### config.mk
export PLATFORM = sky130hd
export DESIGN_NAME = modbus_register_format_logic
export DESIGN_NICKNAME = d
export VERILOG_FILES = /design/src/logic/regfmt_pkg.sv /design/src/logic/word_store.sv /design/src/logic/modbus_register_format_logic.sv
export SDC_FILE = /design/constraint.sdc
export NUM_CORES = 1
export LEC_CHECK = 0
export BUFFER_PORTS_ARGS = -buffer_cell sky130_fd_sc_hd__buf_2
export CAP_MARGIN = 30
export CORE_ASPECT_RATIO = 1.75
export CORE_MARGIN = 8
export CORE_UTILIZATION = 52
export CTS_CLUSTER_SIZE = 16
export DETAILED_ROUTE_END_ITERATION = 10
export PLACE_DENSITY = 0.71
export SYNTH_ARGS = -nofsm -noshare
export SYNTH_HDL_FRONTEND = slang
export SYNTH_HIERARCHICAL = 1
export SYNTH_SLANG_ARGS = --single-unit
### constraint.sdc
create_clock -name core_clk -period 3.92 [get_ports core_clk]
set_clock_uncertainty 0.15 [all_clocks]
set_input_delay 0.392 -clock core_clk [delete_from_list [all_inputs] [get_ports core_clk]]
set_output_delay 0.392 -clock core_clk [all_outputs]
set_load 0.02 [all_outputs]
### src/logic/regfmt_pkg.sv
package regfmt_pkg;

    // Bus address is register number minus this offset
    localparam logic [15:0] reg_number_base   = 16'h0001;

    // Attribute bit positions within a map entry
    localparam int attr_read_pos     = 0;
    localparam int attr_write_pos    = 1;
    localparam int attr_oplock_pos   = 2;
    localparam int attr_cyclic_pos   = 3;
    localparam int attr_impl_pos     = 4;
    localparam int attr_width        = 5;

    // Data format codes
    typedef enum logic [3:0] {
        fmt_u16_int,
        fmt_u16_acc,
        fmt_u16_enum,
        fmt_u16_bits,
        fmt_pad,
        fmt_s16_int,
        fmt_sunssf,
        fmt_u32_int,
        fmt_u32_acc,
        fmt_s32_int,
        fmt_u64_acc,
        fmt_u64_int,
        fmt_string
    } fmt_t;

    // Not-implemented codes, padding value and range limits
    localparam logic [15:0] ni_all_ones  = 16'hFFFF;
    localparam logic [15:0] ni_zero      = 16'h0000;
    localparam logic [15:0] ni_signed    = 16'h8000;
    localparam logic [15:0] pad_value    = 16'h8000;
    localparam logic [15:0] zero_word    = 16'h0000;
    localparam logic [15:0] bits_limit   = 16'h7FFF;
    localparam logic [15:0] u16_limit    = 16'hFFFE;
    localparam logic [15:0] s16_low      = 16'h8001;
    localparam logic [15:0] ssf_high     = 16'h000A;
    localparam logic [15:0] ssf_low      = 16'hFFF6;

    // Local register store
    localparam int          store_depth  = 64;
    localparam int          store_aw     = 6;

    // Reset values
    localparam logic [15:0] store_reset  = 16'h0000;
    localparam logic [63:0] snap_reset   = 64'h0000_0000_0000_0000;

endpackage

### src/logic/word_store.sv
`timescale 1ns/1ps
// Register word memory; read data comes out of a register.
module word_store
(
    input  wire logic        core_clk,
    input  wire logic [5:0]  rd_addr,
    output logic      [15:0] rd_data,
    input  wire logic        wr_en,
    input  wire logic [5:0]  wr_addr,
    input  wire logic [15:0] wr_data
);

    logic [15:0] mem [regfmt_pkg::store_depth];

    always_ff @(posedge core_clk)
    begin
        if (wr_en)
        begin
            mem[wr_addr] <= wr_data;
        end
    end

    always_ff @(posedge core_clk)
    begin
        rd_data <= mem[rd_addr];
    end

endmodule // word_store

### src/logic/modbus_register_format_logic.sv
`timescale 1ns/1ps
// Operation
// - bus address equals one-based register number minus one.
// - writes need the writable attribute, reads of implemented registers need the readable one.
// - operating-locked registers drop writes while the power stage is on.
// - cyclic-safe registers take repeated writes without storage wear.
// - unsigned 16-bit value in one register, high byte first.
// - signed 16-bit range plus or minus 32767; absent returns 0x8000.
// - unsigned 32-bit spans two registers, high half first; absent returns all ones.
// - signed 32-bit spans two registers; absent returns 0x8000 0000.
// - 64-bit spans four registers high first; absent accumulator reads zero.
// - text fills register run, two chars each, first char high, zero padded.
// - absent text reads zero in every register.
// - reads of unimplemented registers succeed with the format's absent code.
// - padding registers always read 0x8000.
// - accumulators wrap monotonically; 16-bit counts to 65534, absent reads zero.
// - 16-bit bitfield uses 0 to 0x7FFF; absent reads 0xFFFF.
// - 16-bit enum or integer ranges to 65534; absent code 0xFFFF.
// - scale factor is signed exponent -10 to 10; 0x8000 means absent.
// - reply words go high byte first, right justified.
//
// The map is supplied by the surrounding logic per address: format, attributes,
// the word index within a multi-register value, and the live value of the
// whole parameter (up to 64 bits). Writes to store-backed registers go to a local word store.
module modbus_register_format_logic
(
    input  wire logic        core_clk,
    input  wire logic        resetn,
    // Request side
    input  wire logic        req_valid,
    input  wire logic        req_write,
    input  wire logic        req_first,
    input  wire logic [15:0] req_reg_number,
    input  wire logic [15:0] req_wdata,
    // Map lookup for the requested register
    output logic      [15:0] map_addr,
    input  wire logic [3:0]  map_fmt,
    input  wire logic [4:0]  map_attr,
    input  wire logic [1:0]  map_word,
    input  wire logic        map_from_store,
    input  wire logic [5:0]  map_store_idx,
    input  wire logic [63:0] map_value,
    input  wire logic        power_on,
    // Answer side
    output logic             rsp_valid,
    output logic             rsp_ok,
    output logic      [7:0]  rsp_byte_hi,
    output logic      [7:0]  rsp_byte_lo,
    output logic             wr_accepted,
    output logic             wr_dropped_lock,
    output logic             wr_cyclic
);

    typedef enum logic [1:0] {
        st_idle,
        st_lookup,
        st_fetch,
        st_answer
    } state_t;

    state_t      state_reg;
    state_t      state_next;
    logic [15:0] addr_reg;
    logic        write_reg;
    logic        first_reg;
    logic [15:0] wdata_reg;
    logic [3:0]  fmt_reg;
    logic [4:0]  attr_reg;
    logic [1:0]  word_reg;
    logic        store_sel_reg;
    logic [5:0]  store_idx_reg;
    logic [63:0] snap_reg;
    logic [63:0] snap_next;
    logic [15:0] store_rdata;
    logic        store_we;
    logic [15:0] word_sel;
    logic [15:0] read_word;
    logic        impl;

    // Map address tracks the latched request
    assign map_addr = addr_reg;

    always_ff @(posedge core_clk)
    begin
        if (!resetn)
        begin
            state_reg <= st_idle;
        end
        else
        begin
            state_reg <= state_next;
        end
    end

    always_comb
    begin
        state_next = state_reg;
        unique case (state_reg)
            st_idle:   if (req_valid) state_next = st_lookup;
            st_lookup: state_next = st_fetch;
            st_fetch:  state_next = st_answer;
            st_answer: state_next = st_idle;
        endcase
    end

    // Request capture
    always_ff @(posedge core_clk)
    begin
        if (!resetn)
        begin
            addr_reg  <= regfmt_pkg::store_reset;
            write_reg <= 1'b0;
            first_reg <= 1'b0;
            wdata_reg <= regfmt_pkg::store_reset;
        end
        else if (state_reg == st_idle && req_valid)
        begin
            addr_reg  <= req_reg_number - regfmt_pkg::reg_number_base;
            write_reg <= req_write;
            first_reg <= req_first;
            wdata_reg <= req_wdata;
        end
    end

    // Map capture
    always_ff @(posedge core_clk)
    begin
        if (!resetn)
        begin
            fmt_reg       <= 4'h0;
            attr_reg      <= 5'h00;
            word_reg      <= 2'h0;
            store_sel_reg <= 1'b0;
            store_idx_reg <= 6'h00;
        end
        else if (state_reg == st_lookup)
        begin
            fmt_reg       <= map_fmt;
            attr_reg      <= map_attr;
            word_reg      <= map_word;
            store_sel_reg <= map_from_store;
            store_idx_reg <= map_store_idx;
        end
    end

    // Whole value frozen at transaction start so halves never mix
    always_comb
    begin
        snap_next = snap_reg;
        if (state_reg == st_lookup && !write_reg && (first_reg || map_word == 2'd0))
        begin
            snap_next = map_value;
        end
    end

    always_ff @(posedge core_clk)
    begin
        if (!resetn)
        begin
            snap_reg <= regfmt_pkg::snap_reset;
        end
        else
        begin
            snap_reg <= snap_next;
        end
    end

    assign impl = attr_reg[regfmt_pkg::attr_impl_pos];

    // Write gate: writable, and not locked while powered
    assign store_we = (state_reg == st_fetch) && write_reg && store_sel_reg
                      && attr_reg[regfmt_pkg::attr_write_pos]
                      && !(attr_reg[regfmt_pkg::attr_oplock_pos] && power_on);

    word_store u_store
    (
        .core_clk (core_clk),
        .rd_addr  (store_idx_reg),
        .rd_data  (store_rdata),
        .wr_en    (store_we),
        .wr_addr  (store_idx_reg),
        .wr_data  (wdata_reg)
    );

    // Big-endian word pick: word 0 is the most significant
    always_comb
    begin
        word_sel = snap_reg[15:0];
        unique case (regfmt_pkg::fmt_t'(fmt_reg))
            regfmt_pkg::fmt_u32_int,
            regfmt_pkg::fmt_u32_acc,
            regfmt_pkg::fmt_s32_int:
                word_sel = word_reg[0] ? snap_reg[15:0] : snap_reg[31:16];
            regfmt_pkg::fmt_u64_acc,
            regfmt_pkg::fmt_u64_int:
                unique case (word_reg)
                    2'd0: word_sel = snap_reg[63:48];
                    2'd1: word_sel = snap_reg[47:32];
                    2'd2: word_sel = snap_reg[31:16];
                    2'd3: word_sel = snap_reg[15:0];
                endcase
            default:
                word_sel = store_sel_reg ? store_rdata : snap_reg[15:0];
        endcase
    end

    // Format-dependent value or not-implemented code
    always_comb
    begin
        read_word = word_sel;
        unique case (regfmt_pkg::fmt_t'(fmt_reg))
            regfmt_pkg::fmt_pad:
                read_word = regfmt_pkg::pad_value;
            regfmt_pkg::fmt_u16_int,
            regfmt_pkg::fmt_u16_enum:
                if (!impl || word_sel > regfmt_pkg::u16_limit)
                    read_word = regfmt_pkg::ni_all_ones;
            regfmt_pkg::fmt_u16_bits:
                if (!impl || word_sel > regfmt_pkg::bits_limit)
                    read_word = regfmt_pkg::ni_all_ones;
            regfmt_pkg::fmt_u16_acc:
                if (!impl)
                    read_word = regfmt_pkg::ni_zero;
                else if (word_sel > regfmt_pkg::u16_limit)
                    read_word = word_sel - regfmt_pkg::u16_limit - 16'h0001;
            regfmt_pkg::fmt_s16_int:
                if (!impl || word_sel == regfmt_pkg::ni_signed)
                    read_word = regfmt_pkg::ni_signed;
            regfmt_pkg::fmt_sunssf:
                if (!impl || ($signed(word_sel) > $signed(regfmt_pkg::ssf_high))
                    || ($signed(word_sel) < $signed(regfmt_pkg::ssf_low)))
                    read_word = regfmt_pkg::ni_signed;
            regfmt_pkg::fmt_u32_int:
                if (!impl)
                    read_word = regfmt_pkg::ni_all_ones;
            regfmt_pkg::fmt_u64_int:
                if (!impl)
                    read_word = regfmt_pkg::ni_all_ones;
            regfmt_pkg::fmt_s32_int:
                if (!impl)
                    read_word = word_reg[0] ? regfmt_pkg::ni_zero
                                            : regfmt_pkg::ni_signed;
            regfmt_pkg::fmt_u32_acc,
            regfmt_pkg::fmt_u64_acc:
                if (!impl)
                    read_word = regfmt_pkg::ni_zero;
            regfmt_pkg::fmt_string:
                if (!impl)
                    read_word = regfmt_pkg::zero_word;
            default:
                read_word = regfmt_pkg::ni_all_ones;
        endcase
    end

    // Answer registers
    always_ff @(posedge core_clk)
    begin
        if (!resetn)
        begin
            rsp_valid   <= 1'b0;
            rsp_ok      <= 1'b0;
            rsp_byte_hi <= 8'h00;
            rsp_byte_lo <= 8'h00;
        end
        else
        begin
            rsp_valid <= (state_reg == st_answer);
            if (state_reg == st_answer)
            begin
                if (write_reg)
                begin
                    rsp_ok      <= attr_reg[regfmt_pkg::attr_write_pos];
                    rsp_byte_hi <= wdata_reg[15:8];
                    rsp_byte_lo <= wdata_reg[7:0];
                end
                else
                begin
                    // Unimplemented registers still answer with success
                    rsp_ok      <= attr_reg[regfmt_pkg::attr_read_pos] || !impl;
                    rsp_byte_hi <= read_word[15:8];
                    rsp_byte_lo <= read_word[7:0];
                end
            end
        end
    end

    // Write outcome flags, one-cycle pulses
    always_ff @(posedge core_clk)
    begin
        if (!resetn)
        begin
            wr_accepted     <= 1'b0;
            wr_dropped_lock <= 1'b0;
            wr_cyclic       <= 1'b0;
        end
        else
        begin
            wr_accepted     <= store_we;
            wr_dropped_lock <= (state_reg == st_fetch) && write_reg
                               && attr_reg[regfmt_pkg::attr_write_pos]
                               && attr_reg[regfmt_pkg::attr_oplock_pos] && power_on;
            // Cyclic-safe writes bypass nonvolatile commit; others signal a commit
            wr_cyclic       <= store_we && attr_reg[regfmt_pkg::attr_cyclic_pos];
        end
    end

endmodule // modbus_register_format_logic

==> results of run 1 <==
==> metal layers <==
layer  GRT usage  vias up  wire, µm
met2      0.4394     1084     64940
met3     0.02980      257      6772
li1            -    11341         -
met4      0.1493        0      8301
met5           0        -         0
met1      0.2746    13491     43000
==> tightest hold or removal path, delay by kind of cell (launching register included) <==
| family | cells | cell delay [ns] |
|---|---|---|
| AOI/OAI and AO/OA | 1 | 0.07 |
| and+or+nand+nor | 1 | 0.05 |
| DFF | 1 | 0.31 |
==> metrics by stage <==
step | instances | setup slack [ns] | util
6_report | 4325 | 0.2793 | 0.6051
5_1_grt | 4323 | 0.01702 | 0.6050
4_1_cts | 4319 | 0.09933 | 0.6042
3_5_place_dp | 4015 | 0.1033 | 0.5532
3_3_place_gp | 4011 | 0.1231 | 0.5523
2_1_floorplan | 2665 | 0.3582 | -
==> what timing repair did <==
item / CTS / global route
hold buffers: 120 / 0
setup endpoints to repair: 0 / 7
buffers inserted: 0 / 2
endpoints found under the hold margin: 119 / 0
gates resized for setup: 0 / 2
==> report_power, final <==
group          internal, mW  switching, mW
clock                  5.78           4.51
sequential             14.3          0.687
combinational          2.34           3.33
==> cells by family (layout without fill, tap and decap cells) <==
| logic type | after synthesis | in the layout | synth area share |
|---|---|---|---|
| adder cells (fa/ha/maj) | 9 | 9 | 0.002395 |
| flip-flops | 1179 | 1179 | 0.7200 |
| buffers and inverters | 175 | 649 | 0.02185 |
| multiplexers | 404 | 404 | 0.1468 |
| XOR/XNOR | 13 | 13 | 0.002422 |
| AO/OA/AOI/OAI | 342 | 342 | 0.05354 |
| other | 0 | 2 | 0 |
| AND/OR/NAND/NOR | 543 | 543 | 0.05306 |
==> how the worst max path moves through the flow <==
stage	startpoint	end	slack (ns)	cells after the start
after global placement	fmt_reg[2]	rsp_byte_lo[7]	0.12	10
after floorplan	fmt_reg[1]	rsp_byte_lo[7]	0.36	16
after global routing	fmt_reg[2]	rsp_byte_hi[2]	0.02	15
after detailed placement	fmt_reg[2]	rsp_byte_lo[7]	0.10	10
final	fmt_reg[2]	rsp_byte_lo[7]	0.28	12
after CTS	fmt_reg[2]	rsp_byte_lo[7]	0.1	10
==> cell usage after synthesis (6+ instances only) <==
cell type,number
buf_2,43
a211oi_1,8
a311oi_1,9
nor2_1,91
a221o_1,7
a22o_1,6
buf_4,16
a211o_1,8
a221oi_1,16
edfxtp_1,1024
mux4_2,220
a21boi_0,92
nand3_1,30
ha_1,9
buf_6,18
a21oi_1,28
xnor2_1,8
o211a_1,15
o21ai_1,9
nor3_1,11
nand2_1,283
o21ai_0,40
inv_1,13
buf_1,10
nand2b_1,7
mux2i_1,148
and2_1,13
o221ai_1,19
nand4_1,15
and4_1,6
nor2b_1,53
mux2_2,32
clkbuf_1,64
a31oi_1,15
dfxtp_1,155
a22oi_1,44
==> layout by cell type (no fill, tap or decap), types with 9 or more instances in the layout <==
cell type      synthesis  final
nor2_1                91     90
dlygate4sd3_1          0    120
nand3_1               30     30
a21oi_1               28     28
a311oi_1               9      9
clkbuf_16              0    101
o221ai_1              19     19
nor2b_1               53     53
o21ai_0               40     40
edfxtp_1            1024   1024
buf_2                 43    155
ha_1                   9      9
dfxtp_2                0     19
mux4_2               220    220
buf_12                 5     16
dfxtp_1              155    133
and2_1                13     13
inv_1                 13     14
nor3_1                11      9
a31oi_1               15     15
nand2_1              283    283
o211a_1               15     15
a21boi_0              92     92
clkinv_2               0     22
mux2_2                32     32
a22oi_1               44     44
nand4_1               15     15
mux2i_1              148    148
clkbuf_1              64     11
bufinv_16              0     13
a221oi_1              16     16
buf_4                 16    161
==> area by class of cell <==
type                       instances  area [µm²]
sequential                      1179       33890
fill                            6259       35570
timing repair buffer             452        3506
tap                             1184        1481
multi-input combinational       1311       12170
clock inverter                    62       711.9
inverter                          13       48.80
clock buffer                     122        2685
antenna                            2       5.005
==> flow_metrics.env, run 1 <==
export IMPL_die_x_um=243.3
export IMPL_fin_tns_setup_ns=0
export IMPL_largest_register_ffs=1024
export IMPL_synth_top_area_share=0.6540
export IMPL_finalHoldViolations=0
export IMPL_cts_root_buf="clkbuf_16"
export IMPL_postRouteAntennaNets=0
export IMPL_finalPower_mw=30.99
export IMPL_ys_seq_area_frac=0.7200
export IMPL_synth_edf_count=1024
export IMPL_hpwl_mm=82.48
export IMPL_async_flop_share=0
export IMPL_gr_total_overflow=0
export IMPL_min_to="snap_reg[61]"
export IMPL_power_density_mw_per_mm2=568.6
export IMPL_final_area_mm2=0.05449
export IMPL_worstHoldPathCells=2
export IMPL_wl_mm=123.0
export IMPL_r2r_slack_ns=0.28
export IMPL_wl_per_cell_um=28.44
export IMPL_finalCritPeriodShare=0.9288
export IMPL_synth_fp_nets=2794
export IMPL_cp_arrival_ns=4.07
export IMPL_viasPerCell=6.052
export IMPL_synth_seq_cells=1179
export IMPL_drv_slew=0
export IMPL_cts_sinks=1179
export IMPL_status="completed"
export IMPL_synthCells=2665
export IMPL_dr_pass1_iters=7
export IMPL_dieArea_mm2=0.1007
export IMPL_r2r_start="fmt_reg[2]"
export IMPL_worstHoldStart="snap_reg[61]"
export IMPL_rr_worst_depth=12
export IMPL_io_pins=157
export IMPL_holdCritPathClass="reg2reg"
export IMPL_slowest_stage="or4b_4"
export IMPL_syn_area_mm2=0.04702
export IMPL_io_buffers=156
export IMPL_synth_area_leaders="edfxtp_1 65%, mux4_2 11%, dfxtp_1 6.6%, mux2i_1 3.2%, nand2_1 2.3%"
export IMPL_final_layout_size_suffix_gt1_frac=0.2533
export IMPL_drt_iter0_drc=2455
export IMPL_grt_usage=0.2440
export IMPL_initial_core_util=0.5221
export IMPL_reg2reg_to="rsp_byte_lo[7]"
export IMPL_gp_congestion=0.9007
export IMPL_crit_type="reg2reg"
export IMPL_htree_levels=3
export IMPL_insertion_delay_ns=0.70
export IMPL_ys_flop_type="edfxtp_1"
export IMPL_yosys_area_top_type="edfxtp_1"
export IMPL_vias=26173
export IMPL_peakVddDrop_mv=0.3238
export IMPL_ys_warnings_count=6
export IMPL_post_route_drc_count=0
export IMPL_synth_area_per_cell_um2=17.64
export IMPL_place_area_mm2=0.04982
export IMPL_maxCapViolations=0
export IMPL_relSlewSlack=0.3008
export IMPL_grt_pass1_vias=27195
export IMPL_tightest_slew_ns=1.049
export IMPL_required_ns=4.35
export IMPL_fp_dieH_um=413.8
export IMPL_cts_buffers=100
export IMPL_cp_start_kind="register"
export IMPL_cp_buffers_inverters=2
export IMPL_num_rows=146
export IMPL_setup_viol=0
export IMPL_p_leak_nw=17.86
export IMPL_synth_distinct_cells=77
export IMPL_cts_tree="yes"
export IMPL_nets=3186
export IMPL_endpoint_kind="register"
export IMPL_min_period_ns=3.641
export IMPL_rsz0062_at_grt="false"
export IMPL_grt_first_pass_wirelength_mm=181.9
export IMPL_grt_max_degree=79
export IMPL_crit_family="compound AO/OA/AOI/OAI gates"
export IMPL_crit_chain="nor2b_2 > buf_4 > a21oi_4 > buf_12 > o221ai_1 > a22oi_1 > nand4_1 > or4b_4 > a21oi_2 > nand4_2 > mux2_2 > a221o_1"
export IMPL_clock_path_buffers=3
export IMPL_syn_to_final_growth_pct=15.89
export IMPL_fmax_ghz=0.2747
export IMPL_antenna_found_initial=1
export IMPL_path_max_fanout=10
export IMPL_cpPeakStageDelay_ns=0.65
export IMPL_fin_hold_ws_ns=0.3287
export IMPL_clkTransAtPathRegs_ns=0.07
export IMPL_core_area_mm2=0.09006
No activity file was read; power rests on OpenSTA's default activity.
==> inputs of run 2 (changes only) <==
==> constraint.sdc (replaced) <==
create_clock -name core_clk -period 3.92 [get_ports core_clk]
set_clock_uncertainty 0.15 [all_clocks]
set_input_delay 0.196 -clock core_clk [delete_from_list [all_inputs] [get_ports core_clk]]
set_output_delay 0.196 -clock core_clk [all_outputs]
set_load 0.02 [all_outputs]
==> run 2 against run 1 <==
Hold slack worse by 0.17 ns. Core utilization up 0.44 points. Sequential power about the same. Clock power about the same. Critical path depth up 2. Global-route usage up 0.16 points. Non-clock buffer count up 48. Register-to-register slack better by 0.06 ns. Combinational power up 2%. Worst setup slack better by 0.058 ns. Critical path type unchanged.
==> flow_metrics.env, run 2 (same netlist as run 1, synthesis figures left out) <==
export IMPL_dr_pass1_iters=5
export IMPL_r2r_start="fmt_reg[2]"
export IMPL_cp_start_kind="register"
export IMPL_syn_to_final_growth_pct=16.75
export IMPL_post_route_drc_count=0
export IMPL_wl_mm=124.3
export IMPL_io_buffers=156
export IMPL_hpwl_mm=82.38
export IMPL_multi_input_area_mm2=0.01217
export IMPL_final_layout_size_suffix_gt1_frac=0.2460
export IMPL_setup_viol=0
export IMPL_finalHoldViolations=0
export IMPL_crit_type="reg2reg"
export IMPL_cts_buffers=98
export IMPL_drt_iter0_drc=2306
export IMPL_clkTransAtPathRegs_ns=0.07
export IMPL_r2r_slack_ns=0.34
export IMPL_worstHoldPathCells=4
export IMPL_path_max_fanout=19
export IMPL_endpoint_kind="register"
export IMPL_nFillCells=6161
export IMPL_fp_dieH_um=413.8
export IMPL_die_x_um=243.3
export IMPL_num_rows=146
export IMPL_seqCellArea_mm2=0.03389
export IMPL_peakVddDrop_mv=0.3679
export IMPL_finalCritPeriodShare=0.9139
export IMPL_tightest_slew_ns=1.014
export IMPL_layout_commonest_cell="edfxtp_1"
export IMPL_relSlewSlack=0.3241
export IMPL_clock_path_buffers=3
export IMPL_p_leak_nw=18.02
export IMPL_fmax_ghz=0.2791
export IMPL_grt_max_degree=80
export IMPL_min_to="snap_reg[32]"
export IMPL_io_pins=157
export IMPL_antenna_found_initial=1
export IMPL_grt_first_pass_wirelength_mm=183.0
export IMPL_status="completed"
export IMPL_cts_root_buf="clkbuf_16"
export IMPL_gp_congestion=0.8997
export IMPL_vias=26440
export IMPL_required_ns=4.36
export IMPL_rr_worst_depth=14
export IMPL_viasPerCell=6.049
export IMPL_dieArea_mm2=0.1007
export IMPL_maxCapViolations=0
export IMPL_grt_pass1_vias=27592
export IMPL_initial_core_util=0.5221
export IMPL_post_route_util=0.6095
export IMPL_nets=3232
export IMPL_layout_common_cells="1,024 x edfxtp_1, 283 x nand2_1, 220 x mux4_2"
export IMPL_postRouteAntennaNets=0
export IMPL_cts_tree="yes"
export IMPL_htree_levels=3
export IMPL_power_density_mw_per_mm2=563.0
export IMPL_grt_usage=0.2456
export IMPL_fin_tns_setup_ns=0
export IMPL_min_period_ns=3.582
export IMPL_reg2reg_to="rsp_byte_lo[7]"
export IMPL_largest_register_ffs=1024
export IMPL_cts_sinks=1179
export IMPL_drv_slew=0
export IMPL_core_area_mm2=0.09006
export IMPL_diodes=0
export IMPL_insertion_delay_ns=0.70
export IMPL_cp_arrival_ns=4.02
export IMPL_rsz0062_at_grt="false"
export IMPL_worstHoldStart="map_value[32]"
export IMPL_place_inst=4015
export IMPL_wl_per_cell_um=28.44
export IMPL_final_cells=4371
export IMPL_gr_total_overflow=0
export IMPL_holdCritPathClass="in2reg"
==> run 2: cell count changes in the layout (fill, tap and decap cells not counted), sizes merged <==
| cell | before | now |
|---|---|---|
| bufinv | 13 | 10 |
| clkinvlp | 6 | 10 |
| diode | 2 | 0 |
| clkbuf | 122 | 126 |
| buf | 332 | 331 |
| clkinv | 35 | 29 |
| inv | 21 | 22 |
| dlygate4sd3 | 120 | 169 |
==> run 2: how the worst max path moves through the flow <==
stage / slack, ns / end / start / depth (start not counted)
finish: 0.34 / rsp_byte_lo[7] / fmt_reg[2] / 14
global route: 0.09 / rsp_byte_hi[2] / fmt_reg[2] / 15
CTS: 0.11 / rsp_byte_lo[7] / fmt_reg[2] / 10
detailed placement: 0.10 / rsp_byte_lo[7] / fmt_reg[2] / 10
global placement: 0.12 / rsp_byte_lo[7] / fmt_reg[2] / 10
floorplan: 0.36 / rsp_byte_lo[7] / fmt_reg[1] / 16
==> run 2: timing repair <==
| item | CTS | global route |
|---|---|---|
| hold endpoints to repair | 126 | 0 |
| hold buffers | 169 | 0 |
| endpoints found under the setup margin | 0 | 6 |
| buffers inserted | 0 | 1 |
| resized for setup | 0 | 2 |
==> run 2: through the flow <==
stage | total power, mW | cell area, µm² | setup WS, ns | hold slack (ns)
after floorplan | 18.65 | 47020 | 0.3582 | 0.1909
after global routing | 31.86 | 54890 | 0.08589 | 0.1754
final | 30.90 | 54890 | 0.3377 | 0.1619
after detailed placement | 20.85 | 49820 | 0.1016 | 0.3126
after global placement | 20.68 | 49740 | 0.1225 | 0.2971
after CTS | 31.02 | 54820 | 0.1078 | 0.1077
==> run 2: critical path, stage by stage, from the launching register on <==
cell	delay [ns]
dfxtp_1	0.46
and4b_4	0.33
or2_4	0.27
o221ai_1	0.15
o21ai_1	0.14
inv_1	0.09
ha_1	0.20
a21oi_1	0.12
nand2_1	0.07
nor4_1	0.27
nand4_1	0.20
o21ai_1	0.27
nand4_2	0.14
mux2_2	0.29
a221o_1	0.32
==> run 2: layout make-up <==
type	instances	share of cell area
multi-input cells	1311	0.2217
inverters	13	0.0008889
flip-flops and latches	1179	0.6173
clock inverters	58	0.01110
repair buffers	500	0.07280
clock buffers	126	0.04923
well taps	1184	0.02699
==> run 2: routing by layer <==
metal / vias up / part of all wire / track usage
met4: 0 / 0.070 / 0.1553
li1: 11432 / - / -
met1: 13607 / 0.35 / 0.2741
met3: 274 / 0.059 / 0.03529
met2: 1127 / 0.52 / 0.4387
met5: - / 0 / 0
==> run 2: power by group <==
group | internal (mW) | switching (mW)
logic | 2.43 | 3.36
clock network | 5.58 | 4.50
registers | 14.3 | 0.701
==> inputs of run 3 (changes only) <==
Settings changed: CORE_MARGIN 8 to default, SYNTH_HIERARCHICAL 1 to default.
==> run 3 against run 2 <==
Area after synthesis is 6.4% lower. Clock-buffer cell count shrank 12. Worst setup slack worse by 0.13 ns. Global-route usage up 6.8 points. Hold slack worse by 0.032 ns. Register-to-register slack worse by 0.13 ns.
==> flow_metrics.env, run 3 <==
export IMPL_largest_register_ffs=1024
export IMPL_die_x_um=221.9
export IMPL_nFillCells=5765
export IMPL_viasPerCell=6.591
export IMPL_fin_tns_setup_ns=0
export IMPL_status="completed"
export IMPL_cts_tree="yes"
export IMPL_rsz0062_at_grt="false"
export IMPL_ys_flop_type="edfxtp_1"
export IMPL_nets=3378
export IMPL_worstHoldStart="map_attr[1]"
export IMPL_initial_core_util=0.5267
export IMPL_cts_sinks=1179
export IMPL_min_to="attr_reg[1]"
export IMPL_fp_dieH_um=386.9
export IMPL_synth_seq_cells=1179
export IMPL_syn_to_final_growth_pct=18.47
export IMPL_layout_common_cells="1,024 x edfxtp_1, 283 x a22oi_1, 230 x nand2_1"
export IMPL_tightest_slew_ns=1.018
export IMPL_synthCells=2812
export IMPL_core_area_mm2=0.08356
export IMPL_wl_per_cell_um=30.93
export IMPL_peakVddDrop_mv=0.3363
export IMPL_dr_pass1_iters=6
export IMPL_maxCapViolations=0
export IMPL_post_synth_top_count_cell="edfxtp_1"
export IMPL_path_max_fanout=12
export IMPL_syn_area_mm2=0.04401
export IMPL_wl_mm=136.1
export IMPL_dieArea_mm2=0.08585
export IMPL_antenna_found_initial=3
export IMPL_grt_max_degree=78
export IMPL_endpoint_kind="register"
export IMPL_required_ns=4.37
export IMPL_gr_total_overflow=0
export IMPL_worstHoldPathCells=4
export IMPL_pre_cts_ws_ns=0.1886
export IMPL_drv_slew=0
export IMPL_layout_commonest_cell="edfxtp_1"
export IMPL_holdCritPathClass="in2reg"
export IMPL_cts_resized=0
export IMPL_insertion_delay_ns=0.72
export IMPL_final_layout_size_suffix_gt1_frac=0.1774
export IMPL_rr_worst_depth=10
export IMPL_finalCritPeriodShare=0.9474
export IMPL_worst_slack_ns=0.2061
export IMPL_grt_pass1_vias=28565
export IMPL_synth_common_cells="1,024 x edfxtp_1, 283 x a22oi_1, 230 x nand2_1, 155 x dfxtp_1, 139 x clkbuf_1"
export IMPL_async_flop_share=0
export IMPL_num_rows=140
export IMPL_p_leak_nw=17.11
export IMPL_relSlewSlack=0.3154
export IMPL_r2r_start="fmt_reg[3]"
export IMPL_finalHoldViolations=0
export IMPL_cp_arrival_ns=4.16
export IMPL_ys_warnings_count=0
export IMPL_place_inst=4069
export IMPL_cts_root_buf="clkbuf_16"
export IMPL_cp_start_kind="register"
export IMPL_hpwl_mm=84.46
export IMPL_r2r_slack_ns=0.21
export IMPL_post_route_util=0.6240
export IMPL_power_density_mw_per_mm2=577.4
export IMPL_htree_levels=3
export IMPL_post_route_drc_count=0
export IMPL_postRouteAntennaNets=0
export IMPL_vias=28992
export IMPL_synth_fp_nets=2941
export IMPL_synth_area_per_cell_um2=15.65
export IMPL_fmax_ghz=0.2693
export IMPL_reg2reg_to="rsp_byte_lo[1]"
export IMPL_drt_iter0_drc=3724
export IMPL_clkTransAtPathRegs_ns=0.08
export IMPL_final_cells=4399
export IMPL_synth_edf_count=1024
export IMPL_gp_congestion=0.9777
export IMPL_setup_viol=0
export IMPL_grt_first_pass_wirelength_mm=194.1
export IMPL_crit_type="reg2reg"
export IMPL_yosys_area_top_type="edfxtp_1"
export IMPL_min_period_ns=3.714
export IMPL_synth_top_area_share=0.6987
export IMPL_grt_usage=0.3140
export IMPL_clock_path_buffers=3
export IMPL_synth_distinct_cells=71
export IMPL_synth_area_leaders="edfxtp_1 70%, dfxtp_1 7.1%, a22oi_1 4.8%, a221oi_1 2.3%, a22o_1 2.3%"
export IMPL_cts_buffers=97
export IMPL_ys_seq_area_frac=0.7692
export IMPL_io_pins=157
export IMPL_io_buffers=156
[run 3: cell count changes after synthesis, sizes merged, moves of 54 or more]
cell	previous run	this run
mux4	224	0
a22o	6	116
a31oi	15	122
mux2i	148	61
a22oi	44	283
nand2	284	230
a221oi	16	117
clkbuf	67	139
a21boi	93	0
a21oi	30	110
[run 3: layout make-up]
| class | instances | area (µm²) | share of cell area |
|---|---|---|---|
| well taps | 1065 | 1333 | 0.02556 |
| clock buffers | 114 | 2522 | 0.04838 |
| flip-flops and latches | 1179 | 33870 | 0.6497 |
| repair buffers | 531 | 4232 | 0.08116 |
| clock inverters | 67 | 695.7 | 0.01334 |
| diodes | 3 | 7.507 | 0.0001440 |
| multi-input cells | 1426 | 9420 | 0.1807 |
| inverters | 14 | 53.80 | 0.001032 |
[run 3: cell families (layout without fill, tap and decap cells)]
kind of cell	count (synthesis)	in the layout	synth area share
xor gates and xnor gates	9	9	0.001791
other	0	3	0
muxes	69	69	0.01592
and+or+nand+nor	482	482	0.04899
AOI/OAI and AO/OA	856	856	0.1429
adders and majority gates	10	10	0.002786
DFF	1179	1179	0.7692
buffers and inverters	207	726	0.01845
[run 3: metal layers]
| metal | vias up | GRT usage | share of wire |
|---|---|---|---|
| met5 | - | 0 | 0.000096 |
| met4 | 2 | 0.2266 | 0.081 |
| met3 | 407 | 0.04718 | 0.086 |
| met2 | 1942 | 0.5424 | 0.50 |
| met1 | 14399 | 0.3549 | 0.33 |
| li1 | 12242 | - | - |
[run 3: worst max-delay path by stage]
| stage | end | start | depth (start not counted) | slack [ns] |
|---|---|---|---|---|
| floorplan | rsp_byte_lo[1] | word_reg[0] | 10 | 0.64 |
| global placement | rsp_byte_lo[1] | fmt_reg[3] | 10 | 0.22 |
| detailed placement | rsp_byte_lo[1] | fmt_reg[3] | 10 | 0.19 |
| CTS | rsp_byte_lo[1] | fmt_reg[3] | 10 | 0.17 |
| global route | rsp_byte_lo[1] | fmt_reg[2] | 9 | 0.11 |
| finish | rsp_byte_lo[1] | fmt_reg[3] | 10 | 0.21 |
[run 3: through the flow]
| stage | cell area (µm²) | hold WS (ns) | power (mW) |
|---|---|---|---|
| floorplan | 44010 | 0.1418 | 17.71 |
| global placement | 47380 | 0.2801 | 20.03 |
| detailed placement | 47440 | 0.2896 | 20.16 |
| CTS | 52110 | 0.08429 | 30.05 |
| global route | 52130 | 0.1466 | 30.88 |
| finish | 52140 | 0.1302 | 30.11 |
[run 3: report_power, final]
| part | leakage, nW | internal [mW] | switching [mW] |
|---|---|---|---|
| logic | 4.85 | 1.87 | 3.49 |
| registers | 10.7 | 14.3 | 0.482 |
| clock network | 1.57 | 5.44 | 4.49 |
| total | 17.1 | 21.6 | 8.47 |
[run 3: worst max-delay path, stage by stage (launching register included)]
cell	delay, ns
dfxtp_1	0.34
and4b_4	0.37
or2_1	0.26
buf_4	0.23
o221ai_1	0.14
o21ai_1	0.33
nand4_1	0.36
nor4_2	0.45
nor2_1	0.11
or4_1	0.56
a221o_1	0.30
[run 3: timing repair]
action | 4_1_cts | 5_1_grt
endpoints found under the hold margin | 130 | 0
hold buffers | 145 | 0
buffers inserted | 0 | 0
endpoints found under the setup margin | 0 | 0
